## src/fcd_defines.svh

```systemverilog
// fcd_defines.svh: offsets, command codes and timing counts of the flash
// command host. Assumes a 100 MHz system clock.
`ifndef FCD_DEFINES_SVH
`define FCD_DEFINES_SVH

// widths of the flash pins
`define FCD_ADDR_W 20
`define FCD_DQ_W 16

// software register word indices, compared with avs_address_in[4:2]
`define FCD_REG_CTRL 3'h0
`define FCD_REG_ADDR 3'h1
`define FCD_REG_DATA 3'h2
`define FCD_REG_STAT 3'h3
`define FCD_REG_CFG 3'h4

// operation codes written to the control register
`define FCD_OP_READ 4'h0
`define FCD_OP_RESET 4'h1
`define FCD_OP_IDENT 4'h2
`define FCD_OP_PROG 4'h3
`define FCD_OP_BYP_ENTER 4'h4
`define FCD_OP_BYP_PROG 4'h5
`define FCD_OP_BYP_EXIT 4'h6
`define FCD_OP_CHIP_ERASE 4'h7
`define FCD_OP_SECT_ERASE 4'h8
`define FCD_OP_SUSPEND 4'h9
`define FCD_OP_RESUME 4'ha

// flash command bytes
`define FCD_CMD_RESET 8'hf0
`define FCD_CMD_UNLOCK1 8'haa
`define FCD_CMD_UNLOCK2 8'h55
`define FCD_CMD_IDENT 8'h90
`define FCD_CMD_PROGRAM 8'ha0
`define FCD_CMD_BYPASS 8'h20
`define FCD_CMD_BYP_EXIT2 8'h00
`define FCD_CMD_ERASE_SETUP 8'h80
`define FCD_CMD_CHIP 8'h10
`define FCD_CMD_SECTOR 8'h30
`define FCD_CMD_SUSPEND 8'hb0
`define FCD_CMD_RESUME 8'h30

// unlock addresses, word and byte mode
`define FCD_UA1_WORD 20'h00555
`define FCD_UA2_WORD 20'h002aa
`define FCD_UA1_BYTE 20'h00aaa
`define FCD_UA2_BYTE 20'h00555

// status bit positions within the data bus
`define FCD_POLL_BIT 7
`define FCD_TOGGLE_BIT 6
`define FCD_FAIL_BIT 5
`define FCD_WINDOW_BIT 3

// bus cycle timing
`define FCD_CLK_NS 10
`define FCD_WE_PULSE_NS 80
`define FCD_ACCESS_NS 90
`define FCD_WE_PULSE_CYC ((`FCD_WE_PULSE_NS + `FCD_CLK_NS - 1) / `FCD_CLK_NS)
`define FCD_ACCESS_CYC ((`FCD_ACCESS_NS + `FCD_CLK_NS - 1) / `FCD_CLK_NS)
`define FCD_SYNC_CYC 2

`endif

```

## src/fcd_pkg.sv

```systemverilog
// fcd_pkg.sv: types shared by the flash command host modules.
// Assumes fcd_defines.svh is on the include path.
`include "fcd_defines.svh"

package fcd_pkg;

  // phase of one flash bus cycle
  typedef enum logic [1:0] {
    PH_IDLE,
    PH_SETUP,
    PH_PULSE,
    PH_HOLD
  } fcd_ph_t;

  // sequencer state
  typedef enum logic [2:0] {
    ST_IDLE,
    ST_SEQ,
    ST_POLL,
    ST_REPOLL,
    ST_FINAL,
    ST_ABORT
  } fcd_st_t;

  // one step of a command sequence
  typedef struct packed {
    logic valid;
    logic wr;
    logic [`FCD_ADDR_W-1:0] addr;
    logic [7:0] data;
  } fcd_step_t;

endpackage : fcd_pkg

```

## src/fcd_sync.sv

```systemverilog
// fcd_sync.sv: two flip-flop synchroniser for levels entering from pins.
// Assumes inputs are asynchronous to clk_sys_in.
`timescale 1ns/10ps

module fcd_sync #(
  parameter int W = 1
) (
  // clock and reset
  input wire logic clk_sys_in,
  input wire logic rst_n_in,
  // data
  input wire logic [W-1:0] d_in,
  output logic [W-1:0] q_out
);

  typedef struct packed {
    logic [W-1:0] s1;
    logic [W-1:0] s2;
  } fcd_sync_t;

  fcd_sync_t r_reg;
  fcd_sync_t r_next;

  // first stage feeds only the second stage
  always_comb begin
    r_next = r_reg;
    r_next.s1 = d_in;
    r_next.s2 = r_reg.s1;
  end

  always_ff @(posedge clk_sys_in) begin
    if (!rst_n_in) begin
      r_reg <= '0;
    end else begin
      r_reg <= r_next;
    end
  end

  assign q_out = r_reg.s2;

endmodule : fcd_sync

```

## src/fcd_pin_cycle.sv

```systemverilog
// fcd_pin_cycle.sv: runs one write or read cycle on the flash pins.
// Assumes dq_sync_in is the data bus already passed through two flops.
`timescale 1ns/10ps
`include "fcd_defines.svh"

module fcd_pin_cycle #(
  parameter int AW = `FCD_ADDR_W,
  parameter int DW = `FCD_DQ_W,
  parameter logic [7:0] PULSE_CYC = 8'(`FCD_WE_PULSE_CYC),
  parameter logic [7:0] READ_CYC = 8'(`FCD_ACCESS_CYC + `FCD_SYNC_CYC)
) (
  // clock and reset
  input wire logic clk_sys_in,
  input wire logic rst_n_in,
  // request from the sequencer
  input wire logic start_in,
  input wire logic write_in,
  input wire logic [AW-1:0] addr_in,
  input wire logic [DW-1:0] data_in,
  input wire logic [DW-1:0] dq_sync_in,
  output logic done_out,
  output logic [DW-1:0] rdata_out,
  // flash pins
  output logic [AW-1:0] flash_addr_out,
  output logic [DW-1:0] flash_dq_out,
  output logic flash_dq_oe_out,
  output logic flash_ce_n_out,
  output logic flash_we_n_out,
  output logic flash_oe_n_out
);

  typedef struct packed {
    fcd_pkg::fcd_ph_t ph;
    logic [7:0] cnt;
    logic wr;
    logic [AW-1:0] addr;
    logic [DW-1:0] dout;
    logic dq_oe;
    logic ce_n;
    logic we_n;
    logic oe_n;
    logic done;
    logic [DW-1:0] rdata;
  } fcd_pc_t;

  fcd_pc_t r_reg;
  fcd_pc_t r_next;

  // chip select falls before and rises after the write strobe, so the
  // write strobe edges are the ones the flash latches on
  always_comb begin
    r_next = r_reg;
    r_next.done = 1'b0;
    case (r_reg.ph)
      fcd_pkg::PH_IDLE: begin
        if (start_in) begin
          r_next.ph = fcd_pkg::PH_SETUP;
          r_next.wr = write_in;
          r_next.addr = addr_in;
          r_next.dout = data_in;
          r_next.dq_oe = write_in;
          r_next.ce_n = 1'b0;
          r_next.oe_n = write_in; // read cycle opens output at once
        end
      end
      fcd_pkg::PH_SETUP: begin
        r_next.ph = fcd_pkg::PH_PULSE;
        r_next.we_n = !r_reg.wr; // address latched here
        r_next.cnt = r_reg.wr ? PULSE_CYC : READ_CYC;
      end
      fcd_pkg::PH_PULSE: begin
        if (r_reg.cnt <= 8'h01) begin
          r_next.ph = fcd_pkg::PH_HOLD;
          r_next.we_n = 1'b1; // data latched on this rise
          r_next.oe_n = 1'b1;
          if (!r_reg.wr) begin
            r_next.rdata = dq_sync_in;
          end
        end else begin
          r_next.cnt = r_reg.cnt - 8'h01;
        end
      end
      fcd_pkg::PH_HOLD: begin
        r_next.ph = fcd_pkg::PH_IDLE;
        r_next.ce_n = 1'b1;
        r_next.dq_oe = 1'b0;
        r_next.done = 1'b1;
      end
      default: begin
        r_next.ph = fcd_pkg::PH_IDLE;
      end
    endcase
  end

  always_ff @(posedge clk_sys_in) begin
    if (!rst_n_in) begin
      r_reg <= '{ph: fcd_pkg::PH_IDLE, cnt: 8'h00, wr: 1'b0, addr: '0,
                 dout: '0, dq_oe: 1'b0, ce_n: 1'b1, we_n: 1'b1,
                 oe_n: 1'b1, done: 1'b0, rdata: '0};
    end else begin
      r_reg <= r_next;
    end
  end

  assign done_out = r_reg.done;
  assign rdata_out = r_reg.rdata;
  assign flash_addr_out = r_reg.addr;
  assign flash_dq_out = r_reg.dout;
  assign flash_dq_oe_out = r_reg.dq_oe;
  assign flash_ce_n_out = r_reg.ce_n;
  assign flash_we_n_out = r_reg.we_n;
  assign flash_oe_n_out = r_reg.oe_n;

endmodule : fcd_pin_cycle

```

## src/fcd_flash_host.sv

```systemverilog
// fcd_flash_host.sv: host controller that drives a parallel boot-sector
// flash through its pins and reports to software over Avalon-MM.
// Assumes one 100 MHz clock; flash pins are asynchronous to it.
//
// Overview of operation
// - all command sequence cycles are writes, except array or identity reads
// - one F0 write returns the flash to array reading
// - unlock is AA at 555 then 55 at 2AA, AAA/555 in byte mode
// - program is unlock, A0 at 555/AAA, then target and value
// - identity is unlock, 90 at 555/AAA, then a read cycle
// - erase is unlock, 80, unlock, then 10 chip or 30 at sector
// - bypass entry is unlock plus 20; bypass program is A0 then data
// - bypass exit is 90 then 00 at any address
// - B0 suspends sector erase; reads, programs, identity still allowed
// - host polls at program target or inside an erasing sector
// - host reads again after poll bit turns true for all bits
//
// Implementation choices: the placing of the registers and the Avalon-MM slave port.
`timescale 1ns/10ps
`include "fcd_defines.svh"

module fcd_flash_host #(
  parameter int AW = `FCD_ADDR_W,
  parameter int DW = `FCD_DQ_W
) (
  // clock and reset
  input wire logic clk_sys_in,
  input wire logic rst_n_in,
  // avalon-mm slave
  input wire logic [4:0] avs_address_in,
  input wire logic avs_read_in,
  input wire logic avs_write_in,
  input wire logic [31:0] avs_writedata_in,
  output logic [31:0] avs_readdata_out,
  output logic avs_waitrequest_out,
  // flash pins
  output logic [AW-1:0] flash_addr_out,
  output logic [DW-1:0] flash_dq_out,
  output logic flash_dq_oe_out,
  input wire logic [DW-1:0] flash_dq_in,
  output logic flash_ce_n_out,
  output logic flash_we_n_out,
  output logic flash_oe_n_out,
  output logic flash_byte_n_out,
  input wire logic flash_ready_busy_n_in
);

  typedef struct packed {
    fcd_pkg::fcd_st_t st;
    logic [2:0] idx;
    logic issued;
    logic [3:0] op;
    logic [AW-1:0] addr;
    logic [DW-1:0] wdata;
    logic [DW-1:0] rdata;
    logic byte_mode;
    logic fail;
    logic start;
    logic start_wr;
    logic [AW-1:0] start_addr;
    logic [DW-1:0] start_data;
    logic wreq;
    logic [31:0] rd;
    logic byte_n;
  } fcd_host_t;

  fcd_host_t r_reg;
  fcd_host_t r_next;

  logic cyc_done;
  logic [DW-1:0] cyc_rdata;
  logic [DW-1:0] dq_sync;
  logic rb_sync;

  // unlock address for the first or second unlock cycle
  function automatic logic [AW-1:0] unlock_addr(input logic byte_m,
                                                input logic second);
    if (second) begin
      unlock_addr = byte_m ? AW'(`FCD_UA2_BYTE) : AW'(`FCD_UA2_WORD);
    end else begin
      unlock_addr = byte_m ? AW'(`FCD_UA1_BYTE) : AW'(`FCD_UA1_WORD);
    end
  endfunction : unlock_addr

  // bus step idx of operation op; valid low past the last step
  function automatic fcd_pkg::fcd_step_t step_of(input logic [3:0] op,
      input logic [2:0] idx, input logic byte_m,
      input logic [AW-1:0] tgt, input logic [7:0] val);
    fcd_pkg::fcd_step_t s;
    logic [AW-1:0] u1;
    logic [AW-1:0] u2;
    s = '{valid: 1'b1, wr: 1'b1, addr: '0, data: 8'h00};
    u1 = unlock_addr(byte_m, 1'b0);
    u2 = unlock_addr(byte_m, 1'b1);
    // unlock prefix shared by the identity, program, bypass entry and erase sequences
    if (idx == 3'h0 || idx == 3'h3) begin
      s.addr = u1;
      s.data = `FCD_CMD_UNLOCK1;
    end else begin
      s.addr = u2;
      s.data = `FCD_CMD_UNLOCK2;
    end
    case (op)
      `FCD_OP_READ: begin
        s = '{valid: (idx == 3'h0), wr: 1'b0, addr: tgt, data: 8'h00};
      end
      `FCD_OP_RESET: begin
        s = '{valid: (idx == 3'h0), wr: 1'b1, addr: '0,
              data: `FCD_CMD_RESET};
      end
      `FCD_OP_IDENT: begin
        s.valid = (idx <= 3'h3);
        if (idx == 3'h2) begin
          s = '{valid: 1'b1, wr: 1'b1, addr: u1, data: `FCD_CMD_IDENT};
        end else if (idx == 3'h3) begin
          s = '{valid: 1'b1, wr: 1'b0, addr: tgt, data: 8'h00};
        end
      end
      `FCD_OP_PROG: begin
        s.valid = (idx <= 3'h3);
        if (idx == 3'h2) begin
          s = '{valid: 1'b1, wr: 1'b1, addr: u1, data: `FCD_CMD_PROGRAM};
        end else if (idx == 3'h3) begin
          s = '{valid: 1'b1, wr: 1'b1, addr: tgt, data: val};
        end
      end
      `FCD_OP_BYP_ENTER: begin
        s.valid = (idx <= 3'h2);
        if (idx == 3'h2) begin
          s = '{valid: 1'b1, wr: 1'b1, addr: u1, data: `FCD_CMD_BYPASS};
        end
      end
      `FCD_OP_BYP_PROG: begin
        s = '{valid: (idx <= 3'h1), wr: 1'b1, addr: '0,
              data: `FCD_CMD_PROGRAM};
        if (idx == 3'h1) begin
          s.addr = tgt;
          s.data = val;
        end
      end
      `FCD_OP_BYP_EXIT: begin
        s = '{valid: (idx <= 3'h1), wr: 1'b1, addr: '0,
              data: (idx == 3'h0) ? `FCD_CMD_IDENT : `FCD_CMD_BYP_EXIT2};
      end
      `FCD_OP_CHIP_ERASE, `FCD_OP_SECT_ERASE: begin
        s.valid = (idx <= 3'h5);
        if (idx == 3'h2) begin
          s.addr = u1;
          s.data = `FCD_CMD_ERASE_SETUP;
        end else if (idx == 3'h5) begin
          s.addr = (op == `FCD_OP_CHIP_ERASE) ? u1 : tgt;
          s.data = (op == `FCD_OP_CHIP_ERASE) ? `FCD_CMD_CHIP
                                               : `FCD_CMD_SECTOR;
        end
      end
      `FCD_OP_SUSPEND: begin
        s = '{valid: (idx == 3'h0), wr: 1'b1, addr: '0,
              data: `FCD_CMD_SUSPEND};
      end
      `FCD_OP_RESUME: begin
        s = '{valid: (idx == 3'h0), wr: 1'b1, addr: '0,
              data: `FCD_CMD_RESUME};
      end
      default: begin
        s.valid = 1'b0;
      end
    endcase
    step_of = s;
  endfunction : step_of

  // operations that start an embedded algorithm and must be polled
  function automatic logic needs_poll(input logic [3:0] op);
    needs_poll = (op == `FCD_OP_PROG) || (op == `FCD_OP_BYP_PROG) ||
                 (op == `FCD_OP_CHIP_ERASE) || (op == `FCD_OP_SECT_ERASE);
  endfunction : needs_poll

  // true value of the poll bit once the algorithm has finished
  function automatic logic poll_done(input logic [3:0] op,
                                     input logic [DW-1:0] wd,
                                     input logic [DW-1:0] rd);
    logic want;
    want = (op == `FCD_OP_PROG || op == `FCD_OP_BYP_PROG) ?
           wd[`FCD_POLL_BIT] : 1'b1;
    poll_done = (rd[`FCD_POLL_BIT] == want);
  endfunction : poll_done

  // pin inputs pass two flops before any logic reads them
  fcd_sync #(
    .W(DW + 1)
  ) u_sync (
    .clk_sys_in(clk_sys_in),
    .rst_n_in(rst_n_in),
    .d_in({flash_ready_busy_n_in, flash_dq_in}),
    .q_out({rb_sync, dq_sync})
  );

  fcd_pin_cycle #(
    .AW(AW),
    .DW(DW)
  ) u_cycle (
    .clk_sys_in(clk_sys_in),
    .rst_n_in(rst_n_in),
    .start_in(r_reg.start),
    .write_in(r_reg.start_wr),
    .addr_in(r_reg.start_addr),
    .data_in(r_reg.start_data),
    .dq_sync_in(dq_sync),
    .done_out(cyc_done),
    .rdata_out(cyc_rdata),
    .flash_addr_out(flash_addr_out),
    .flash_dq_out(flash_dq_out),
    .flash_dq_oe_out(flash_dq_oe_out),
    .flash_ce_n_out(flash_ce_n_out),
    .flash_we_n_out(flash_we_n_out),
    .flash_oe_n_out(flash_oe_n_out)
  );

  // sequencer and register file
  always_comb begin
    fcd_pkg::fcd_step_t s;
    logic busy;
    logic take_wr;
    s = step_of(r_reg.op, r_reg.idx, r_reg.byte_mode, r_reg.addr,
                r_reg.wdata[7:0]);
    r_next = r_reg;
    r_next.start = 1'b0;
    busy = (r_reg.st != fcd_pkg::ST_IDLE);
    take_wr = avs_write_in && !r_reg.wreq;
    // one wait cycle per access: ack on the cycle after the request
    r_next.wreq = !((avs_read_in || avs_write_in) && r_reg.wreq);
    if ((avs_read_in || avs_write_in) && r_reg.wreq) begin
      case (avs_address_in[4:2])
        `FCD_REG_CTRL: r_next.rd = {28'h0000000, r_reg.op};
        `FCD_REG_ADDR: r_next.rd = 32'(r_reg.addr);
        `FCD_REG_DATA: r_next.rd = 32'(r_reg.rdata);
        `FCD_REG_STAT: r_next.rd = {26'h0000000,
            r_reg.rdata[`FCD_WINDOW_BIT],
            r_reg.rdata[`FCD_FAIL_BIT],
            r_reg.rdata[`FCD_TOGGLE_BIT],
            !rb_sync, r_reg.fail, busy};
        `FCD_REG_CFG: r_next.rd = {31'h00000000, r_reg.byte_mode};
        default: r_next.rd = 32'h00000000;
      endcase
    end
    // software writes; a new operation is refused while one runs
    if (take_wr && !busy) begin
      case (avs_address_in[4:2])
        `FCD_REG_CTRL: begin
          r_next.op = avs_writedata_in[3:0];
          r_next.st = fcd_pkg::ST_SEQ;
          r_next.idx = 3'h0;
          r_next.issued = 1'b0;
          r_next.fail = 1'b0;
        end
        `FCD_REG_ADDR: r_next.addr = avs_writedata_in[AW-1:0];
        `FCD_REG_DATA: r_next.wdata = avs_writedata_in[DW-1:0];
        `FCD_REG_CFG: begin
          r_next.byte_mode = avs_writedata_in[0];
          r_next.byte_n = !avs_writedata_in[0];
        end
        default: begin
        end
      endcase
    end
    case (r_reg.st)
      fcd_pkg::ST_IDLE: begin
      end
      fcd_pkg::ST_SEQ: begin
        if (!s.valid) begin
          r_next.st = needs_poll(r_reg.op) ? fcd_pkg::ST_POLL
                                           : fcd_pkg::ST_IDLE;
          r_next.issued = 1'b0;
        end else if (!r_reg.issued) begin
          r_next.start = 1'b1;
          r_next.issued = 1'b1;
          r_next.start_wr = s.wr;
          r_next.start_addr = s.addr;
          r_next.start_data = DW'(s.data); // upper byte zero
          if ((r_reg.op == `FCD_OP_PROG && r_reg.idx == 3'h3) ||
              (r_reg.op == `FCD_OP_BYP_PROG && r_reg.idx == 3'h1)) begin
            r_next.start_data = r_reg.wdata; // full word value
          end
        end else if (cyc_done) begin
          r_next.issued = 1'b0;
          r_next.idx = r_reg.idx + 3'h1;
          if (!r_reg.start_wr) begin
            r_next.rdata = cyc_rdata;
          end
        end
      end
      fcd_pkg::ST_POLL, fcd_pkg::ST_REPOLL, fcd_pkg::ST_FINAL: begin
        // poll at the target or sector address
        if (!r_reg.issued) begin
          r_next.start = 1'b1;
          r_next.issued = 1'b1;
          r_next.start_wr = 1'b0;
          r_next.start_addr = r_reg.addr;
        end else if (cyc_done) begin
          r_next.issued = 1'b0;
          r_next.rdata = cyc_rdata;
          if (r_reg.st == fcd_pkg::ST_FINAL) begin
            r_next.st = fcd_pkg::ST_IDLE;
          end else if (poll_done(r_reg.op, r_reg.wdata, cyc_rdata)) begin
            r_next.st = fcd_pkg::ST_FINAL; // one more read
          end else if (r_reg.st == fcd_pkg::ST_REPOLL) begin
            r_next.st = fcd_pkg::ST_ABORT;
          end else if (cyc_rdata[`FCD_FAIL_BIT]) begin
            r_next.st = fcd_pkg::ST_REPOLL; // bit 7 may move with bit 5
          end
        end
      end
      fcd_pkg::ST_ABORT: begin
        // failed operation: reset the flash to array reading
        if (!r_reg.issued) begin
          r_next.start = 1'b1;
          r_next.issued = 1'b1;
          r_next.start_wr = 1'b1;
          r_next.start_addr = '0;
          r_next.start_data = DW'(`FCD_CMD_RESET);
        end else if (cyc_done) begin
          r_next.issued = 1'b0;
          r_next.fail = 1'b1;
          r_next.st = fcd_pkg::ST_IDLE;
        end
      end
      default: begin
        r_next.st = fcd_pkg::ST_IDLE;
      end
    endcase
  end

  always_ff @(posedge clk_sys_in) begin
    if (!rst_n_in) begin
      r_reg <= '{st: fcd_pkg::ST_IDLE, idx: 3'h0, issued: 1'b0, op: 4'h0,
                 addr: '0, wdata: '0, rdata: '0, byte_mode: 1'b0,
                 fail: 1'b0, start: 1'b0, start_wr: 1'b0, start_addr: '0,
                 start_data: '0, wreq: 1'b1, rd: 32'h00000000,
                 byte_n: 1'b1};
    end else begin
      r_reg <= r_next;
    end
  end

  assign avs_readdata_out = r_reg.rd;
  assign avs_waitrequest_out = r_reg.wreq;
  assign flash_byte_n_out = r_reg.byte_n;

endmodule : fcd_flash_host

```

## config.mk

```make
export PLATFORM = sky130hd
export DESIGN_NAME = fcd_flash_host
export DESIGN_NICKNAME = d
export VERILOG_FILES = /design/src/fcd_pkg.sv /design/src/fcd_sync.sv /design/src/fcd_pin_cycle.sv /design/src/fcd_flash_host.sv
export VERILOG_INCLUDE_DIRS = /design/src
export SDC_FILE = /design/constraint.sdc
export NUM_CORES = 1
export LEC_CHECK = 0
export ABC_AREA = 0
export CAP_MARGIN = 40
export CORE_MARGIN = 4
export CORE_UTILIZATION = 64
export DETAILED_ROUTE_END_ITERATION = 8
export DONT_BUFFER_PORTS = 1
export PLACE_DENSITY = 0.8
export SLEW_MARGIN = 30
export SYNTH_ARGS = -nofsm -noshare
export SYNTH_HDL_FRONTEND = slang
export SYNTH_HIERARCHICAL = 1
export SYNTH_SLANG_ARGS = --single-unit
```

## constraint.sdc

```tcl
create_clock -name clk_sys_in -period 3.4 [get_ports clk_sys_in]
set_input_delay 0.34 -clock clk_sys_in [delete_from_list [all_inputs] [get_ports clk_sys_in]]
set_output_delay 0.34 -clock clk_sys_in [all_outputs]
set_load 0.01 [all_outputs]
```

-- Word-level counts from Yosys, hierarchy flattened
Cells that the tools add are included.
- add/subtract/negate cells: 2
- $lt $le $gt $ge: 5
- equal/unequal tests: 39
- muxes and demuxes: 74
- bitwise logic cells: 1
- reduce and logical (&&, ||, !) cells: 48
- operators by type and width (operator ; count):
    one-hot mux 28 bit (10 select lines) ; 1
    two-way mux 30 bit ; 5
    two-way mux 16 bit ; 8
    two-way mux 38 bit ; 3
    one-hot mux 20 bit (5 select lines) ; 1
    two-way mux 28 bit ; 3
    one-hot mux 22 bit (3 select lines) ; 1
    one-hot mux 16 bit (2 select lines) ; 2
    two-way mux 20 bit ; 3
    two-way mux 47 bit ; 1
    two-way mux 3 bit ; 12
    two-way mux 11 bit ; 2
    two-way mux 22 bit ; 1
    == test 3 x 2 -> 1 bit (second input constant) ; 6
    inequality test 2 bit (second input constant) ; 9
    AND reduction 2 bit ; 9
    == test 4 x 3 -> 1 bit (second input constant) ; 4
    two-way mux 8 bit ; 2
    one-hot mux 8 bit (2 select lines) ; 1
    == test 3 bit (second input constant) ; 4
    == test 4 bit (second input constant) ; 3
    two-way mux 1 bit ; 12
    two-way mux 12 bit ; 1
    one-hot mux 3 bit (4 select lines) ; 1
    other kinds (37) ; 74
- bits in registers: 239
- input bits: 58
- output and inout port bits: 74
- logic and storage cells: 198

-- Depth between registers and ports, before layout
Gate-level depths: netlist of the first run.
- depth in word-level cells: 11
- gate-level depth with buffers: 12
- gate-level depth less buffers: 12

-- By module
The synthesis of the first run kept the hierarchy.
- modules (own cells, without submodules) (module ; instances ; cells an instance ; area an instance (µm²) ; sequential area each (µm²)):
    fcd_flash_host ; 1 ; 757 ; 6412.4 ; 2502.4
    fcd_pin_cycle ; 1 ; 365 ; 3085.5 ; 1361.3
    fcd_sync ; 1 ; 71 ; 950.9 ; 680.7

-- Least setup slack after synthesis of the first run
OpenSTA, ideal clock, no wires.
- path kind: reg2reg
- from: register r_reg[131] (netlist name)
- to: register r_reg[56] (netlist name)
- setup time: 0.114 ns
- arrival: 2.819 ns
- data required time: 3.286 ns
- path slack: 0.467 ns
- stages on the path, launching flop included: 12
- path buffers: 1
- period minus slack after synthesis: 2.933 ns
- cells stage by stage: dfxtp_1 ha_1 ha_1 clkbuf_1 nor2_1 inv_1 ha_1 o311ai_0 o221a_2 a21boi_0 a32oi_1 a21o_1
- cells in the longest elaborated chain, start to end: 9
- elaborated cells on any way between the ends: 26
- classes of those cells: 4 x order compare; 5 x eq/ne; 14 x mux; 3 x reduce/logical
- RTL lines (element ; RTL line ; source):
    start, declared ; fcd_flash_host.sv:67 ; fcd_host_t r_reg;
    start signal, assigned ; fcd_flash_host.sv:334 ; r_reg <= '{st: fcd_pkg::ST_IDLE, idx: 3'h0, issued: 1'b0, op: 4'h0,
    start signal, assigned ; fcd_flash_host.sv:340 ; r_reg <= r_next;
    == test 3 x 2 -> 1 bit / zero test 3 bit (equally long branches) ; n/a ;
    logical OR 1 bit ; fcd_flash_host.sv:96 ; if (idx == 3'h0 || idx == 3'h3) begin
    two-way mux 20 bit ; fcd_flash_host.sv:96 ;
    two-way mux 28 bit (tied with other cells) ; fcd_flash_host.sv:150 ; end else if (idx == 3'h5) begin
    two-way mux 28 bit (tied with other cells) ; fcd_flash_host.sv:147 ; if (idx == 3'h2) begin
    one-hot mux 28 bit (10 select lines) ; fcd_flash_host.sv:103 ; case (op)
    two-way mux 38 bit ; fcd_flash_host.sv:273 ; end else if (!r_reg.issued) begin
    two-way mux 38 bit ; fcd_flash_host.sv:269 ; if (!s.valid) begin
    one-hot mux 22 bit (3 select lines) ; fcd_flash_host.sv:265 ; case (r_reg.st)
Several ways; a longest one is shown, not always the timed one. The select of a mux whose other input is x is not followed.
A chain may end at the register's enable or synchronous reset.

-- Worst setup path in the final report of the first run
Ends and elaborated chain as after synthesis.

==> metrics.txt, run 1 <==
worst reg2reg startpoint=r_reg[131]; Slew @ Worst Pin=0.827 ns; FF-to-FF End=r_reg[56]; Buffers on Ports=0; TritonCTS buffer count=23; Post-CTS Setup Bufs=0; crit path cell chain=inv_1 > ha_1 > nor2b_1 > nor2_1 > inv_1 > ha_1 > o311ai_1 > o221a_2 > a21boi_0 > a32oi_1 > a21o_1; via count=8252; Final period util=0.898; GPL Wtd Cong=0.984; final count of hold timing violations=0; first drt pass iteration count=5; setup ws final=0.348 ns; CP Launch Type=flop; VDD IR-drop max=582 uV; CTS root buffer=clkbuf_16; htree depth=1; area leader, netlist=dfxtp_1; Placeable Area=15900 um2; leak pwr=4.28 nW; clock power share=0.442; Tmin final=3.05 ns; # DRC=0; Core Rows=46; vias in the first global route=7806; dpl hpwl=17.4 mm; status=finished, final reports clean; Cells after Synth=1193; CTS max path bufs=3; CP Data Arrival Time=3.45 ns; 1st-iter DRT viols=793; clock skew=0.0141 ns; most used routing layer=met2; Synth Flop Type=dfxtp_1; cell with the most instances after synthesis=dfxtp_1; Setup CP Type=flop to flop; Area Overhead vs Synth=6.81%; sw frac=0.229; clk sinks=227; synth cell count leaders=227 x dfxtp_1, 195 x nand2_1, 102 x nor2_1; Max Slew Vio Count=0; Min-Delay Path Class=input port to flop; Tot GR Track Use=0.277; synthesized cell area=10400 um2; Die X=136 um; RSZ-0062 raised after global routing=no; Psw=0.00127 W; max-cap violations=0; met2 Usage GRT=0.448; post-DR vias/cell=6.03; WL final=25.9 mm; ANT nets after route=0; final setup violation count=0; crit path to=r_reg[56]; share of cells above drive strength 1=0.112; Combinational Power Share=0.064; clock slew at reported path FFs=0.07 ns; launch point of the worst path=r_reg[131]; fmax=328 MHz; crit-path max cell delay=0.38 ns; die area=18400 um2; Yosys warnings=6; Worst-Skew Late Latency=0.51 ns; fill cell count=1222; register area share after synthesis=0.435; Initial Util=0.655; mean post-synth cell area=8.76 um2; register bit total from synthesis=227; Total Power=0.00553 W; Worst Path Max Fanout=7; flop-to-flop setup slack=0.35 ns; Pint=0.00426 W; met3 usage=0.0494; M1 GR Usage=0.375; largest net degree at the start of global routing=76; synth unique cells=84; critical path's slowest cell=dfxtp_1; Final nets=1208; I/O pins=132; pre-CTS setup slack=0.289 ns; reg2reg path depth=11; Pwr Density=495 nW/um2; Finished Layout Cells=1369; Inst Count DP=1288; DR WL/cell=18.9 um; first-pass GRT wire length=41.4 mm; Slew headroom=0.449; chip height=136 um; Overflow after GRT=0; synth top area cells=dfxtp_1 43%, nand2_1 7.0%, buf_4 6.2%; CP endpoint kind=flop; worst path required time=3.80 ns; initial antenna violation count=1; setup TNS=0 ns; Post-synth EDFFs=0; max reg flops=103; TritonCTS clock tree=done; fraction of registers with async set/reset=0; top-area cell type share of the netlist area=0.435; sequential share of power=0.494
==> repair_timing <==
item,in CTS,in global routing
hold buffers,39,0
endpoints found under the hold margin,102,0
resized for setup,0,1
endpoints found under the setup margin,0,2
==> power groups by stage <==
| stage | sequential (W) | clock [W] | combinational, W |
|---|---|---|---|
| final | 0.00273 | 0.00245 | 0.000352 |
| after global routing | 0.00273 | 0.00260 | 0.000390 |
| after CTS | 0.00273 | 0.00247 | 0.000345 |
| after detailed placement | 0.00279 | 0 | 0.000285 |
| after global placement | 0.00279 | 0 | 0.000279 |
| after floorplan | 0.00278 | 0 | 0.000267 |
==> cell families (layout without fill, tap and decap cells) <==
kind of cell | Yosys count | in the layout | share of synthesized area
other | 1 | 13 | 0.000359
and+or+nand+nor | 432 | 432 | 0.200
adders and majority gates | 13 | 13 | 0.0156
xor gates and xnor gates | 3 | 3 | 0.00252
DFF | 227 | 227 | 0.435
buffers and inverters | 177 | 125 | 0.0980
AOI/OAI and AO/OA | 277 | 277 | 0.185
muxes | 63 | 63 | 0.0642
==> layer usage <==
layer | vias up | part of all wire | wire (um)
li1 | 3951 | - | -
met1 | 3870 | 0.42 | 10800
met2 | 352 | 0.46 | 11900
met3 | 79 | 0.084 | 2170
met4 | 0 | 0.038 | 984
met5 | - | 0 | 0
==> area by class of cell <==
class                      count  area (um2)  share of cell area
sequential                   227        4540               0.407
clock buffer                  31         656              0.0587
antenna                        1        2.50            0.000224
timing repair buffer          64         593              0.0531
multi-input combinational    800        4930               0.442
tap                          216         270              0.0242
clock inverter                 9        85.1             0.00762
inverter                      21        81.3             0.00729
==> worst min path at each step <==
| stage | slack, ns | from | to | cells past startpoint |
|---|---|---|---|---|
| after detailed placement | 0.42 | rst_n_in | u_cycle/flash_ce_n_out | 1 |
| after CTS | 0.005 | rst_n_in | u_cycle/r_reg[67] | 2 |
| after global routing | 0.01 | rst_n_in | r_reg[132] | 2 |
| after floorplan | 0.43 | r_reg[50] | r_reg[50] | 1 |
| after global placement | 0.42 | rst_n_in | u_cycle/flash_ce_n_out | 1 |
| final | 0.02 | rst_n_in | u_cycle/r_reg[67] | 2 |
==> through the flow <==
| step | util | instance area (um2) | hold slack, ns |
|---|---|---|---|
| 2_1_floorplan | - | 10500 | 0.426 |
| 3_3_place_gp | 0.627 | 9990 | 0.425 |
| 3_5_place_dp | 0.628 | 10000 | 0.424 |
| 4_1_cts | 0.700 | 11200 | 0.00522 |
| 5_1_grt | 0.700 | 11200 | 0.0132 |
| 6_report | 0.700 | 11200 | 0.0187 |
==> worst max-delay path: cells and delay by family, from the launching register on <==
family | cells | cell delay [ns]
AND/OR/NAND/NOR | 2 | 0.44
flip-flops | 1 | 0.38
buffers and inverters | 2 | 0.31
adder cells (fa/ha/maj) | 2 | 0.50
AO/OA/AOI/OAI | 5 | 1.30
==> placed cells by master (no fill, tap or decap), types with 14 or more instances in the layout <==
master,netlist,layout
dfxtp_1,227,227
nand2_1,195,195
nor2_1,102,102
a21oi_1,87,87
mux2i_1,58,58
dlygate4sd3_1,0,38
and2_2,34,34
o21ai_0,30,30
a22o_1,29,29
buf_4,86,24
a22oi_1,23,23
clkbuf_16,0,23
inv_1,19,19
nor2b_1,18,18
nand3_1,14,14
Note: power is estimated with default switching activity, not from simulation.
==> run 2, diff against run 1 <==
==> constraint.sdc (replaced) <==
create_clock -name clk_sys_in -period 3.4 [get_ports clk_sys_in]
set_input_delay 0.68 -clock clk_sys_in [delete_from_list [all_inputs] [get_ports clk_sys_in]]
set_output_delay 0.68 -clock clk_sys_in [all_outputs]
set_load 0.01 [all_outputs]
==> metrics.txt, run 2 (same netlist as run 1, synthesis figures left out) <==
multi-input logic area=4930 um2 (unchanged); max-cap violations=0 (unchanged); initial antenna violation count=0 (-1); Final nets=1170 (-3.1%); Worst Path Max Fanout=7 (unchanged); max reg flops=103 (unchanged); register area=4540 um2 (unchanged); worst reg2reg startpoint=r_reg[131]; crit-path max cell delay=0.46 ns (+0.08 ns); Core Rows=46 (unchanged); most frequent cells in the layout=227 x dfxtp_1, 195 x nand2_1, 102 x nor2_1; CP Data Arrival Time=3.49 ns (+0.04 ns); worst path required time=3.79 ns (about the same); CP Launch Type=flop; Post-CTS Resized=0 (unchanged); via count=7988 (-3.2%); chip height=136 um (unchanged); launch point of the worst path=r_reg[131]; leading cell type in the layout, fill and taps excluded=dfxtp_1; critical path's slowest cell=o311ai_0; status=finished, final reports clean; Initial Util=0.655 (unchanged); first-pass GRT wire length=39.3 mm (-5.0%); clk sinks=227 (unchanged); clock skew=0.0142 ns (+0.0000398 ns); fill cell count=1276 (+4.4%); fmax=323 MHz (-1.5%); Pwr Density=512 nW/um2 (+3.3%); Setup CP Type=flop to flop; I/O pins=132 (unchanged); die area=18400 um2 (unchanged); Buffers on Ports=0 (unchanged); 1st-iter DRT viols=639 (-19%); Inst Count DP=1289 (+0.078%); pre-CTS setup slack=0.347 ns (+0.0580 ns); DR WL/cell=18.8 um (-0.70%); DP Area=10000 um2 (about the same); VDD IR-drop max=510 uV (-12%); CP endpoint kind=flop; crit-path leading delay family=compound AO/OA/AOI/OAI gates; crit path cell chain=inv_1 > ha_1 > nor2b_1 > nor2_1 > inv_1 > ha_1 > o311ai_0 > o221a_2 > a21boi_0 > a32oi_1 > a21o_1; leak pwr=4.13 nW (-3.5%); Overflow after GRT=0 (unchanged); Total Power=0.00551 W (-0.27%); Die X=136 um (unchanged); clock slew at reported path FFs=0.06 ns (about the same); Min-Delay Path Class=input port to flop; htree depth=1 (unchanged); TritonCTS clock tree=done; largest net degree at the start of global routing=93 (+22%); antenna cells=0 (-1); final instance area=10800 um2 (-3.5%); final setup violation count=0 (unchanged); Tot GR Track Use=0.265 (-0.0129); Slew headroom=0.518 (+0.0695); Finished Layout Cells=1330 (-2.8%); Max Slew Vio Count=0 (unchanged); WL final=25.0 mm (-3.5%); Final period util=0.911 (+0.0137); setup TNS=0 ns (unchanged); final count of hold timing violations=0 (unchanged); vias in the first global route=7306 (-6.4%); CTS max path bufs=3 (unchanged); # DRC=0 (unchanged); ANT nets after route=0 (unchanged); TritonCTS buffer count=23 (unchanged); post-DR vias/cell=6.01 (-0.36%); hold_buf cts=0 (-100%); RSZ-0062 raised after global routing=no; CP Buf/Inv Count=2 (unchanged); dpl hpwl=17.7 mm (+1.8%); first drt pass iteration count=5 (unchanged); share of cells above drive strength 1=0.115 (+0.00292); Post-CTS Setup Bufs=0 (unchanged); Area Overhead vs Synth=3.13%; Tmin final=3.10 ns (+0.0465 ns); Slew @ Worst Pin=0.717 ns (-0.110 ns); Worst Hold Launch=rst_n_in; CTS root buffer=clkbuf_16; Placeable Area=15900 um2 (unchanged); setup ws final=0.302 ns (-0.0465 ns); GPL Wtd Cong=0.945 (-3.9%); Worst-Skew Late Latency=0.51 ns (about the same)
[run 2: changes by cell type in the layout (fill, tap and decap cells not counted), sizes merged]
cell         before  now
diode             1    0
inv              21   22
dlygate4sd3      38    0
buf              26   25
clkinv            5    3
clkinvlp          3    0
clkbuf           31   36
[run 2: path summary, 6_finish.rpt]
check | end | slack, ns | cells past startpoint
setup reg to reg | r_reg[54] | 0.30 | 11
hold reg to reg | u_sync/q_out[10] | 0.44 | 1
setup / recovery | r_reg[54] | 0.30 | 11
hold / removal | u_cycle/flash_ce_n_out | 0.28 | 1
[run 2: area by class of cell]
type | count | area share
Clock inverter | 5 | 0.00534
Clock buffer | 35 | 0.0650
Timing Repair Buffer | 26 | 0.0181
Inverter | 21 | 0.00732
Sequential cell | 227 | 0.422
Tap cell | 216 | 0.0251
Multi-Input combinational cell | 800 | 0.457
[run 2: per-layer routing]
layer,wire [um],global-route usage,up-vias
met5,0,0,-
met4,842,0.0957,0
met3,2100,0.0513,53
met2,11200,0.414,314
met1,10800,0.366,3749
li1,-,-,3872
[run 2: report_power, final]
| group | internal (W) | switching (W) |
|---|---|---|
| registers | 0.00270 | 0.0000312 |
| logic | 0.000102 | 0.000192 |
| clock network | 0.00149 | 0.000994 |
[run 2: through the flow]
step / util / hold WS (ns)
global placement: 0.627 / 0.430
floorplan: - / 0.426
CTS: 0.675 / 0.247
finish: 0.676 / 0.280
global route: 0.676 / 0.257
detailed placement: 0.628 / 0.432
[run 2: worst reg2reg max path: stages, from the launching register on]
cell	delay [ns]
dfxtp_1	0.44
inv_1	0.10
ha_1	0.25
nor2b_1	0.19
nor2_1	0.16
inv_1	0.14
ha_1	0.31
o311ai_0	0.46
o221a_2	0.33
a21boi_0	0.28
a32oi_1	0.16
a21o_1	0.17
==> run 3, diff against run 2 <==
- CORE_ASPECT_RATIO: unset -> 1.75
==> metrics.txt, run 3 (same netlist as run 1, synthesis figures left out) <==
Max Slew Vio Count=0 (unchanged); CTS max path bufs=3 (unchanged); final setup violation count=0 (unchanged); CP endpoint kind=flop; Buffers on Ports=0 (unchanged); I/O pins=132 (unchanged); Die X=105 um (-23%); status=finished, final reports clean; Post-CTS Setup Bufs=0 (unchanged); Worst Path Max Fanout=7 (unchanged); CP Launch Type=flop; Slew headroom=0.451 (-0.0676); 1st-iter DRT viols=565 (-12%); clk sinks=227 (unchanged); Min-Delay Path Class=input port to flop; crit-path max cell delay=0.44 ns (-0.02 ns); hold_buf cts=0 (unchanged); worst path required time=3.80 ns (about the same); Slew @ Worst Pin=0.822 ns (+0.105 ns); worst reg2reg startpoint=r_reg[131]; Final nets=1170 (unchanged); crit path cell chain=inv_1 > ha_1 > nor2b_1 > nor2_1 > inv_1 > ha_1 > o311ai_0 > o221a_2 > a21boi_0 > a32oi_1 > a21o_1; share of cells above drive strength 1=0.114 (-0.000795); via count=8007 (+0.24%); fill cell count=1294 (+1.4%); Setup CP Type=flop to flop; crit-path leading delay family=compound AO/OA/AOI/OAI gates; Overflow after GRT=0 (unchanged); dpl hpwl=18.4 mm (+3.9%); Hold Path Depth=1 (unchanged); Placeable Area=16000 um2 (about the same); Post-CTS Resized=0 (unchanged); post-DR vias/cell=6.15 (+2.4%); CP Buf/Inv Count=2 (unchanged); Worst Hold Launch=rst_n_in; most frequent cells in the layout=227 x dfxtp_1, 195 x nand2_1, 102 x nor2_1; max-cap violations=0 (unchanged); RSZ-0062 raised after global routing=no; FF-to-FF End=r_reg[54]; first drt pass iteration count=5 (unchanged); Core Rows=61 (+33%); TritonCTS clock tree=done; antenna cells=0 (unchanged); Final period util=0.908 (-0.00339); critical path's slowest cell=o311ai_0; reg2reg path depth=11 (unchanged); Tot GR Track Use=0.263 (-0.00198); Area Overhead vs Synth=2.46%; clock skew=0.0126 ns (-0.00153 ns); CP Data Arrival Time=3.48 ns (about the same); largest net degree at the start of global routing=93 (unchanged); VDD IR-drop max=503 uV (-1.3%); Tmin final=3.09 ns (-0.0115 ns); Hold EP=u_cycle/flash_ce_n_out; Pwr Density=504 nW/um2 (-1.6%); htree depth=1 (unchanged); DR WL/cell=19.2 um (+2.4%); die area=18500 um2 (+0.44%); chip height=177 um (+30%); GPL Wtd Cong=1.06 (+12%); flop-to-flop setup slack=0.31 ns (about the same); fmax=324 MHz (+0.37%); ANT nets after route=0 (unchanged); final count of hold timing violations=0 (unchanged); leak pwr=4.11 nW (-0.56%); Initial Util=0.655 (about the same); first-pass GRT wire length=39.5 mm (+0.42%); Finished Layout Cells=1302 (-2.1%); # DRC=0 (unchanged); Worst-Skew Late Latency=0.50 ns (about the same); leading cell type in the layout, fill and taps excluded=dfxtp_1; clock slew at reported path FFs=0.07 ns (about the same); setup TNS=0 ns (unchanged); Inst Count DP=1265 (-1.9%); max reg flops=103 (unchanged); CTS root buffer=clkbuf_16; WL final=25.0 mm (+0.23%); vias in the first global route=7749 (+6.1%); TritonCTS buffer count=20 (-13%); initial antenna violation count=0 (unchanged)
-- run 3: final cells by class --
class / instances / area (um2) / area share
Tap cell: 189 / 236 / 0.0221
Multi-Input combinational cell: 800 / 4930 / 0.460
Timing Repair Buffer: 29 / 221 / 0.0207
Sequential cell: 227 / 4540 / 0.424
Clock buffer: 26 / 553 / 0.0517
Clock inverter: 10 / 143 / 0.0133
Inverter: 21 / 78.8 / 0.00736
-- run 3: where the power goes --
| group | switching, W | total [W] | internal (W) |
|---|---|---|---|
| logic | 0.000196 | 0.000299 | 0.000103 |
| registers | 0.0000310 | 0.00273 | 0.00270 |
| clock network | 0.000975 | 0.00236 | 0.00139 |
| total | 0.00120 | 0.00539 | 0.00419 |
-- run 3: through the flow --
| stage | area, um2 | power (W) | hold WS [ns] | setup slack [ns] | utilization |
|---|---|---|---|---|---|
| after floorplan | 10500 | 0.00304 | 0.426 | 0.467 | - |
| after global placement | 9990 | 0.00307 | 0.428 | 0.440 | 0.626 |
| after detailed placement | 10000 | 0.00308 | 0.432 | 0.367 | 0.627 |
| after CTS | 10700 | 0.00543 | 0.249 | 0.349 | 0.670 |
| after global routing | 10700 | 0.00558 | 0.256 | 0.111 | 0.671 |
| final | 10700 | 0.00539 | 0.289 | 0.313 | 0.671 |
-- run 3: layer usage --
| metal | share of wire | global-route usage |
|---|---|---|
| met1 | 0.36 | 0.279 |
| met4 | 0.068 | 0.166 |
| met5 | 0 | 0 |
| met2 | 0.51 | 0.481 |
| met3 | 0.059 | 0.0402 |
-- run 3: worst register-to-register path: cells and delay by family (launching register included) --
kind / cells / cell delay [ns]
buf+inv: 2 / 0.30
flops: 1 / 0.38
fa+ha+maj: 2 / 0.49
simple gates: 2 / 0.45
compound gates: 5 / 1.38
-- run 3: worst max-delay path by stage --
stage                     from   endpoint  slack [ns]  cells after the start
floorplan           r_reg[131]  r_reg[56]        0.47                     11
global placement    r_reg[131]  r_reg[54]        0.44                     11
detailed placement  r_reg[131]  r_reg[54]        0.37                     11
CTS                 r_reg[131]  r_reg[54]        0.35                     11
global route        r_reg[131]  r_reg[54]        0.11                     11
finish              r_reg[131]  r_reg[54]        0.31                     11
